File: config.mk
export PLATFORM = sky130hd
export DESIGN_NAME = drive_command_source_select
export DESIGN_NICKNAME = d
export VERILOG_FILES = /design/src/hdl/dcs_pkg.sv /design/src/hdl/code_merge.sv /design/src/hdl/gap_timer.sv /design/src/hdl/drive_command_source_select.sv
export SDC_FILE = /design/constraint.sdc
export NUM_CORES = 1
export LEC_CHECK = 0
export ABC_AREA = 1
export BUFFER_PORTS_ARGS = -buffer_cell sky130_fd_sc_hd__buf_2
export CORE_ASPECT_RATIO = 0.9
export CORE_MARGIN = 2
export CORE_UTILIZATION = 36
export DETAILED_ROUTE_END_ITERATION = 7
export GPL_TIMING_DRIVEN = 0
export PLACE_DENSITY_LB_ADDON = 0.15
export SYNTH_ARGS = -nofsm -noshare
export SYNTH_HDL_FRONTEND = slang
export SYNTH_SLANG_ARGS = --single-unit
File: constraint.sdc
create_clock -name clk_sys -period 5.94 [get_ports clk_sys]
set_input_delay 0.891 -clock clk_sys [delete_from_list [all_inputs] [get_ports clk_sys]]
set_output_delay 0.891 -clock clk_sys [all_outputs]
set_load 0.005 [all_outputs]
File: src/hdl/dcs_pkg.sv
// package: constants and types for the drive command source select block
package dcs_pkg;
  localparam logic [1:0]  SRC_TERMINAL      = 2'h0;
  localparam logic [1:0]  SRC_BUS           = 2'h1;
  localparam logic [1:0]  SRC_AND           = 2'h2;
  localparam logic [1:0]  SRC_OR            = 2'h3;
  localparam logic [1:0]  SETUP_MODE_RST    = 2'h3;
  localparam logic [1:0]  PRESET_MODE_RST   = 2'h3;
  localparam logic        PROFILE_ALT       = 1'h0;
  localparam logic        PROFILE_NATIVE    = 1'h1;
  localparam logic        PROFILE_RST       = 1'h1;
  localparam int          FREQ_W            = 16;
  // frequencies in tenths of a hertz
  localparam logic [15:0] JOG_FREQ_RST      = 16'h0064;
  localparam logic [15:0] FREQ_MIN          = 16'h0000;
  localparam logic [6:0]  TIMEOUT_SEC_MIN   = 7'h01;
  localparam logic [6:0]  TIMEOUT_SEC_MAX   = 7'h63;
  localparam logic [6:0]  TIMEOUT_SEC_RST   = 7'h01;
  localparam int          CLK_HZ            = 125000000;
  localparam int          SEC_CYCLES        = CLK_HZ;
  localparam logic [2:0]  REACT_OFF         = 3'h0;
  localparam logic [2:0]  REACT_RST         = 3'h0;
  localparam logic [3:0]  ADDR_SETUP_MODE   = 4'h0;
  localparam logic [3:0]  ADDR_PRESET_MODE  = 4'h1;
  localparam logic [3:0]  ADDR_JOG_ONE      = 4'h2;
  localparam logic [3:0]  ADDR_JOG_TWO      = 4'h3;
  localparam logic [3:0]  ADDR_PROFILE      = 4'h4;
  localparam logic [3:0]  ADDR_TIMEOUT      = 4'h5;
  localparam logic [3:0]  ADDR_REACTION     = 4'h6;
  localparam logic [3:0]  ADDR_FMAX         = 4'h7;
  localparam logic [3:0]  ADDR_STATUS       = 4'h8;
  localparam logic [15:0] FMAX_RST          = 16'h01f4;
  typedef enum logic [1:0] {
    LINK_OK   = 2'b01,
    LINK_LOST = 2'b10
  } link_state_t;
endpackage

File: src/hdl/code_merge.sv
// two-bit source merge: terminal, bus, and, or
`timescale 1ns/1ps
module code_merge
  import dcs_pkg::*;
(
  input  wire logic [1:0] mode,
  input  wire logic [1:0] term_code,
  input  wire logic [1:0] bus_code,
  output logic      [1:0] merged
);
  always_comb begin
    unique case (mode)
      SRC_TERMINAL: merged = term_code;
      SRC_BUS:      merged = bus_code;
      SRC_AND:      merged = term_code & bus_code;
      SRC_OR:       merged = term_code | bus_code;
    endcase
  end
endmodule

File: src/hdl/gap_timer.sv
// telegram gap timer: seconds prescaler plus seconds counter
`timescale 1ns/1ps
module gap_timer
  import dcs_pkg::*;
#(
  parameter int SEC_CYC = SEC_CYCLES
)(
  input  wire logic       clk_sys,
  input  wire logic       rst_b,
  input  wire logic       restart,
  input  wire logic [6:0] limit_sec,
  output logic            expired
);
  typedef struct packed {
    logic [31:0] pre;
    logic [6:0]  sec;
    logic        exp;
  } gap_state_t;
  gap_state_t s_q, s_d;
  always_comb begin
    s_d = s_q;
    if (restart) begin
      s_d.pre = 32'h0;
      s_d.sec = 7'h0;
      s_d.exp = 1'b0;
    end else if (!s_q.exp) begin
      if (s_q.pre == 32'(SEC_CYC - 1)) begin
        s_d.pre = 32'h0;
        s_d.sec = s_q.sec + 7'h1;
        // gap longer than the limit: one more full second elapsed
        if (s_q.sec >= limit_sec) s_d.exp = 1'b1;
      end else begin
        s_d.pre = s_q.pre + 32'h1;
      end
    end
  end
  always_ff @(posedge clk_sys or negedge rst_b) begin
    if (!rst_b) begin
      s_q <= '0;
    end else begin
      s_q <= s_d;
    end
  end
  assign expired = s_q.exp;
endmodule

File: src/hdl/drive_command_source_select.sv
// top: parameter set, preset source, jog and bus timeout supervision
//
// The implementer's own choices: the plain strobed port and the register addresses.
`timescale 1ns/1ps
module drive_command_source_select
  import dcs_pkg::*;
#(
  parameter int SEC_CYC = SEC_CYCLES
)(
  input  wire logic        clk_sys,
  input  wire logic        rst_b,
  input  wire logic [3:0]  reg_addr,
  input  wire logic [15:0] reg_wdata,
  input  wire logic        reg_wr,
  input  wire logic        reg_rd,
  output logic      [15:0] reg_rdata,
  input  wire logic [1:0]  term_setup_code,
  input  wire logic [1:0]  term_preset_code,
  input  wire logic        telegram_valid,
  input  wire logic [1:0]  bus_setup_code,
  input  wire logic [1:0]  bus_preset_code,
  input  wire logic        bus_jog_one_req,
  input  wire logic        bus_jog_two_req,
  output logic      [2:0]  active_setup,
  output logic      [1:0]  preset_code,
  output logic             jog_active,
  output logic      [15:0] jog_freq,
  output logic             bus_lost,
  output logic      [2:0]  timeout_reaction,
  output logic             relay_on
);
  typedef struct packed {
    logic [1:0]  setup_mode;
    logic [1:0]  preset_mode;
    logic [15:0] jog_one;
    logic [15:0] jog_two;
    logic        profile;
    logic [6:0]  timeout_sec;
    logic [2:0]  reaction;
    logic [15:0] fmax;
    logic [15:0] rdata;
    logic [2:0]  setup;
    logic [1:0]  preset;
    logic        jog;
    logic [15:0] jfreq;
    link_state_t link;
    logic        relay;
  } top_state_t;

  top_state_t s_q, s_d;
  logic [1:0] setup_merged;
  logic [1:0] preset_merged;
  logic [1:0] bus_preset_eff;
  logic       gap_expired;

  // bus preset bits held at zero when the other profile is in force
  assign bus_preset_eff = (s_q.profile == PROFILE_NATIVE) ?
                          bus_preset_code : 2'h0;

  code_merge u_setup_merge (
    .mode      (s_q.setup_mode),
    .term_code (term_setup_code),
    .bus_code  (bus_setup_code),
    .merged    (setup_merged)
  );

  code_merge u_preset_merge (
    .mode      (s_q.preset_mode),
    .term_code (term_preset_code),
    .bus_code  (bus_preset_eff),
    .merged    (preset_merged)
  );

  gap_timer #(
    .SEC_CYC (SEC_CYC)
  ) u_gap_timer (
    .clk_sys   (clk_sys),
    .rst_b     (rst_b),
    .restart   (telegram_valid),
    .limit_sec (s_q.timeout_sec),
    .expired   (gap_expired)
  );

  function automatic logic [15:0] clamp_freq(input logic [15:0] v,
                                             input logic [15:0] lim);
    clamp_freq = (v > lim) ? lim : v;
  endfunction

  always_comb begin
    s_d = s_q;
    // register writes
    if (reg_wr) begin
      unique case (reg_addr)
        ADDR_SETUP_MODE:  s_d.setup_mode  = reg_wdata[1:0];
        ADDR_PRESET_MODE: s_d.preset_mode = reg_wdata[1:0];
        ADDR_JOG_ONE:     s_d.jog_one = clamp_freq(reg_wdata, s_q.fmax);
        ADDR_JOG_TWO:     s_d.jog_two = clamp_freq(reg_wdata, s_q.fmax);
        ADDR_PROFILE:     s_d.profile     = reg_wdata[0];
        ADDR_TIMEOUT: begin
          // out-of-range limits are clamped into 1..99
          if (reg_wdata[15:0] < 16'(TIMEOUT_SEC_MIN))
            s_d.timeout_sec = TIMEOUT_SEC_MIN;
          else if (reg_wdata[15:0] > 16'(TIMEOUT_SEC_MAX))
            s_d.timeout_sec = TIMEOUT_SEC_MAX;
          else
            s_d.timeout_sec = reg_wdata[6:0];
        end
        ADDR_REACTION:    s_d.reaction    = reg_wdata[2:0];
        ADDR_FMAX: begin
          s_d.fmax    = reg_wdata;
          // jog speeds never exceed a lowered max frequency
          s_d.jog_one = clamp_freq(s_q.jog_one, reg_wdata);
          s_d.jog_two = clamp_freq(s_q.jog_two, reg_wdata);
        end
        default: ;
      endcase
    end
    // register reads, data valid in the following cycle
    s_d.rdata = 16'h0;
    if (reg_rd) begin
      unique case (reg_addr)
        ADDR_SETUP_MODE:  s_d.rdata = {14'h0, s_q.setup_mode};
        ADDR_PRESET_MODE: s_d.rdata = {14'h0, s_q.preset_mode};
        ADDR_JOG_ONE:     s_d.rdata = s_q.jog_one;
        ADDR_JOG_TWO:     s_d.rdata = s_q.jog_two;
        ADDR_PROFILE:     s_d.rdata = {15'h0, s_q.profile};
        ADDR_TIMEOUT:     s_d.rdata = {9'h0, s_q.timeout_sec};
        ADDR_REACTION:    s_d.rdata = {13'h0, s_q.reaction};
        ADDR_FMAX:        s_d.rdata = s_q.fmax;
        ADDR_STATUS:      s_d.rdata = {8'h0, s_q.relay, s_q.jog,
                                       (s_q.link == LINK_LOST),
                                       2'h0, s_q.setup};
        default:          s_d.rdata = 16'h0;
      endcase
    end
    // active set is the merged code plus one
    s_d.setup  = {1'b0, setup_merged} + 3'h1;
    s_d.preset = preset_merged;
    // jog by bus only in the alternate profile, jog one takes priority
    s_d.jog   = 1'b0;
    s_d.jfreq = 16'h0;
    if (s_q.profile == PROFILE_ALT) begin
      if (bus_jog_one_req) begin
        s_d.jog   = 1'b1;
        s_d.jfreq = s_q.jog_one;
      end else if (bus_jog_two_req) begin
        s_d.jog   = 1'b1;
        s_d.jfreq = s_q.jog_two;
      end
    end
    // link supervision
    unique case (s_q.link)
      LINK_OK:   if (gap_expired) s_d.link = LINK_LOST;
      LINK_LOST: if (telegram_valid) s_d.link = LINK_OK;
      default:   s_d.link = LINK_OK;
    endcase
    // next-state link and reaction, so the relay moves in the same cycle
    s_d.relay = !((s_d.link == LINK_LOST) &&
                  (s_d.reaction != REACT_OFF));
  end

  always_ff @(posedge clk_sys or negedge rst_b) begin
    if (!rst_b) begin
      s_q.setup_mode  <= SETUP_MODE_RST;
      s_q.preset_mode <= PRESET_MODE_RST;
      s_q.jog_one     <= JOG_FREQ_RST;
      s_q.jog_two     <= JOG_FREQ_RST;
      s_q.profile     <= PROFILE_RST;
      s_q.timeout_sec <= TIMEOUT_SEC_RST;
      s_q.reaction    <= REACT_RST;
      s_q.fmax        <= FMAX_RST;
      s_q.rdata       <= 16'h0;
      s_q.setup       <= 3'h1;
      s_q.preset      <= 2'h0;
      s_q.jog         <= 1'b0;
      s_q.jfreq       <= 16'h0;
      s_q.link        <= LINK_OK;
      s_q.relay       <= 1'b1;
    end else begin
      s_q <= s_d;
    end
  end

  assign reg_rdata        = s_q.rdata;
  assign active_setup     = s_q.setup;
  assign preset_code      = s_q.preset;
  assign jog_active       = s_q.jog;
  assign jog_freq         = s_q.jfreq;
  // one-hot lost bit taken straight from the state register
  assign bus_lost         = s_q.link[1];
  assign timeout_reaction = s_q.reaction;
  assign relay_on         = s_q.relay;
endmodule

After elaboration in Yosys (flattened, before gate mapping). Cells that the tools add are included.

Bits of input ports: 35. Flip-flop bits (word level): 144. Output and inout port bits: 43.

Equality and inequality tests: 21. Reductions and logical operators: 17. Muxes and demuxes: 26. Order comparisons: 6. Bitwise gates (word level): 4. $add $sub $neg: 3.

Operators by type and width (count): 16-bit case mux with 9 select lines (1); 16-bit two-way mux (5); 40-bit two-way mux (2); 16-bit case mux with 2 select lines (2); 17-bit two-way mux (3); 16-bit > comparator (3); 32-bit by 1-bit adder with 32-bit output, second input constant (1); 32-bit by 27-bit equality test with 1-bit output, second input constant (1); 32-bit two-way mux (1); 19-bit two-way mux (1); 4-bit by 3-bit equality test with 1-bit output, second input constant (4); 16-bit by 7-bit > comparator with 1-bit output, second input constant (1); 16-bit by 1-bit less-than comparator with 1-bit output, second input constant (1); 2-bit case mux with 4 select lines (2); 7-bit two-way mux (2); 2-bit equality test, second input constant (6); 2-bit AND reduction (6); 4-bit by 2-bit equality test with 1-bit output, second input constant (2); 8-bit two-way mux (1); 7-bit by 1-bit adder with 7-bit output, second input constant (1); 7-bit greater-or-equal comparator (1); 2-bit by 1-bit equality test with 1-bit output, second input constant (3); 2-bit two-way mux (3); 2-bit inequality test, second input constant (3); other kinds (15) (21).

Logic depth before layout (Yosys ltp).
Depth in word-level cells: 6. Depth in mapped cells: 17.

Modules after synthesis. A second synthesis with hierarchy kept.

Cells, all modules: 1262. Area total of the unflattened synthesis: 9217.6 sq um.

Modules (own cells, without submodules): drive_command_source_select (cells an instance 786, seq. area each 2628.8 sq um, area an instance 6219.7 sq um, instances 1); gap_timer (cells an instance 446, seq. area each 1001.0 sq um, area an instance 2880.3 sq um, instances 1); code_merge (cells an instance 15, seq. area each 0.0 sq um, area an instance 58.8 sq um, instances 2).

Worst setup path before layout. Ideal clock, no wire load.

Kind: in2reg. Start point: input reg_wdata[7]. End point: register s_q[75] (netlist bit). Slack: 3.668 ns. Data arrival time: 2.207 ns. Stages: 13. Cell sequence: inv_1 -> ha_1 -> a21o_1 -> nor2_1 -> nand2_1 -> nand2_1 -> nand2_1 -> nand2_1 -> nand2_1 -> nand2_1 -> buf_2 -> nand2_1 -> nand2_1.

Word-level cells in the longest chain between the ends: 3. Elaborated cells between the ends (all ways): 7.

Ends and longest elaborated chain: start, declared (line drive_command_source_select.sv:13) `input wire logic [15:0] reg_wdata,`; 16-bit > comparator (line drive_command_source_select.sv:86) `clamp_freq = (v > lim) ? lim : v;`; 16-bit two-way mux or 2-bit inequality test (tied branches); 16-bit case mux with 2 select lines or 3-bit AND reduction (tied branches); end, declared (line drive_command_source_select.sv:50) `top_state_t s_q, s_d;`.

Parallel ways exist; a longest one is shown, timed or not. The select of a mux whose other input is x is not followed. A chain may end at the register's enable or synchronous reset.

Worst setup path after layout.
Start point: input reg_wdata[1]. End point: register s_q[83] (netlist bit).

Same word-level chain as after synthesis.

==> metrics.txt <==
status=finished clean; first-pass GRT wire length=40410 µm; Finished Cell Area=0.01041 mm²; worst slew pin tran=0.6812 ns; slew margin rel.=0.5428; CP most frequent cell=nand2_1; most numerous cell in the Yosys netlist=nand2_1; post_cts resized=0; DRC violations left=0; post-route insts no fill=1579; P&R area growth vs syn=16.06%; Min Hold Slack=0.4448 ns; PnR Total Power=3.223 mW; Worst path max stage delay=0.34 ns; min-delay worst type=in -> async; commonest cells in the netlist=nand2_1 (352), inv_1 (127), dfrtp_1 (123), nor2_1 (84), ha_1 (60); period utilization=0.4334; core area=0.02432 mm²; drt total wl=25180 µm; vias in the first global route=7398; CP Data Required Time=6.31 ns; CP Capture Type=flip-flop; Die X=170.3 µm; Peak VDD IR=196.4 µV; Nets=1349; placed cell count=1543; f_max=0.3884 GHz; synthesis-stage register bit count=144; DP Worst Slack=2.918 ns; GPL Wtd Cong=0.9039; Seq/Total Area, Yosys=0.4049; Syn Inst Count=1159; Synth area leaders=dfrtp_1 (34%), nand2_1 (15%), ha_1 (8.4%); RSZ-0062 raised after global routing=no; clock buffer count from CTS=17; Pwr Density=309.7 mW/mm²; hpwl dp=19400 µm; CP max-delay cell=ha_1; synth unique cells=52; Fin Setup TNS=0 ns; Ys Warns=0; Fin. Hold Viols=0; ys async rst share=1.000; TritonCTS clock tree=built; proportion of layout cells with a drive suffix above 1=0.1800; clock transition at the registers of the reported paths=0.06 ns; pin count of the biggest net entering global routing=85; Max clock buf depth=2; Worst Path Arrival=2.94 ns; CP delay by family, top=simple AND/OR/NAND/NOR gates; all-layer global routing usage=0.1992; utilization after layout=0.4278; port bufs=75; post-synth top area share=0.3433; clock sinks=144; Worst-Skew Late Latency=0.43 ns; min Tclk post-route=2.575 ns; global route total overflow=0; # hold bufs at CTS=0; H-tree Lvls=4; Max Transition Viols Final=0; Die Ht=153.7 µm; post-synthesis cell area=0.008965 mm²; fin worst setup slack=3.365 ns; antenna viol nets, final=0; critical-path cell list=buf_2 -> inv_1 -> ha_1 -> nand2_1 -> nand2_1 -> nand2_1 -> nand2_1 -> nand2_1 -> nand2_1 -> nand2_1 -> nand2_1 -> nand2_1 -> nand2_1 -> nand2_1 -> buf_2 -> nand2_1 -> nand2_1; number of core rows=54; biggest area consumer among synthesized cells=dfrtp_1; Worst Setup Start Kind=input pin; die area=0.02618 mm²; DR WL/cell=15.94 µm; IO Pins=78; Placed Instance Area=0.009759 mm²; Iter 0 DRT Violations=541; Clock Skews=0.01211 ns; crit-path max FO=10; number of flops mapped to enable cells by yosys=0; count of final setup violators=0; Buffers & Inverters on Critical Path=3; Max Cap Viol=0; DR pass1 iterations=5; vias per cell=4.928; Setup Fix Bufs, Post-CTS=0; Most used DFF post-synth=dfrtp_1; via count=7782; antenna violations before repair=6; root buffer cell=clkbuf_16; leakage=5.232 nW; Net Count, Synth=1254; Initial Util=0.3686; Setup CP Type=in -> reg; mean post-synth cell area=7.735 µm²
## power by group
part	leakage [nW]	total, mW	switching, mW	internal [mW]
combinational	3.07	0.756	0.447	0.309
clock	0.312	1.17	0.490	0.683
sequential	1.85	1.29	0.136	1.16
## cells by family after synthesis
| family | after synthesis | synth area share |
|---|---|---|
| XOR/XNOR | 19 | 0.01856 |
| buffers and inverters | 207 | 0.1086 |
| AND/OR/NAND/NOR | 563 | 0.2720 |
| adder cells (fa/ha/maj) | 60 | 0.08374 |
| flip-flops | 144 | 0.4049 |
| AO/OA/AOI/OAI | 166 | 0.1122 |
## layer usage
metal | vias up | wire, µm | track usage
met5 | - | 17 | 0
met4 | 4 | 346 | 0.04925
met3 | 31 | 1119 | 0.03861
met2 | 159 | 11030 | 0.3062
met1 | 3642 | 12670 | 0.2881
li1 | 3946 | - | -
## layout make-up
type                    count  area, µm²
well taps                 308      385.4
clock inverters            15      210.2
diodes                      4      10.01
plain buffers              64      434.2
multi-input cells         808       4362
repair buffers             76      409.1
flip-flops and latches    144       3630
fillers                  2537      13920
inverters                 143      539.3
clock buffers              17      425.4
## flip-flops by register name (all words and copies together), names as in the netlist
| register | count |
|---|---|
| active_setup | 3 |
| jog_active | 1 |
| s_q | 61 |
| preset_code | 2 |
| timeout_reaction | 3 |
| relay_on | 1 |
| u_gap_timer.expired | 1 |
| jog_freq | 16 |
| u_gap_timer.s_q | 39 |
| reg_rdata | 16 |
| bus_lost | 1 |
## cell usage in the layout (no fill, tap or decap), types with 3 or more instances in the layout
cell type,synthesis,routed
nand2_1,352,352
xnor2_1,3,3
buf_2,10,84
nor2_2,3,3
a221oi_1,4,4
o21ai_0,58,58
a211oi_1,14,14
buf_4,42,42
nor2_1,84,84
nand3_1,52,52
nand2_4,3,3
inv_6,0,6
ha_1,60,60
dfrtp_1,123,123
nand2_2,8,8
buf_6,3,4
o22ai_1,19,19
dfstp_2,21,21
diode_2,0,4
nor2_4,6,6
clkinv_1,5,5
xor2_1,16,16
nor4_1,4,4
o21ai_1,14,14
bufinv_16,0,3
nor3_2,5,5
inv_1,127,127
nor3_1,17,17
clkbuf_1,6,6
a21oi_1,33,33
nand4_1,22,22
inv_2,10,10
o221ai_1,8,8
inv_8,0,3
clkbuf_16,0,17
## final timing paths
check | from | endpoint | slack, ns | depth (start not counted)
setup / recovery | reg_wdata[1] | s_q[83] | 3.37 | 17
hold / removal | rst_b | s_q[50] | 0.44 | 1
setup reg to reg | s_q[48] | s_q[92] | 3.67 | 14
hold reg to reg | s_q[68] | s_q[68] | 0.48 | 2
max in group asynchronous | rst_b | s_q[67] | 4.64 | 2
min in group clk_sys | s_q[68] | s_q[68] | 0.48 | 2
(Power assumes the default switching activity.)
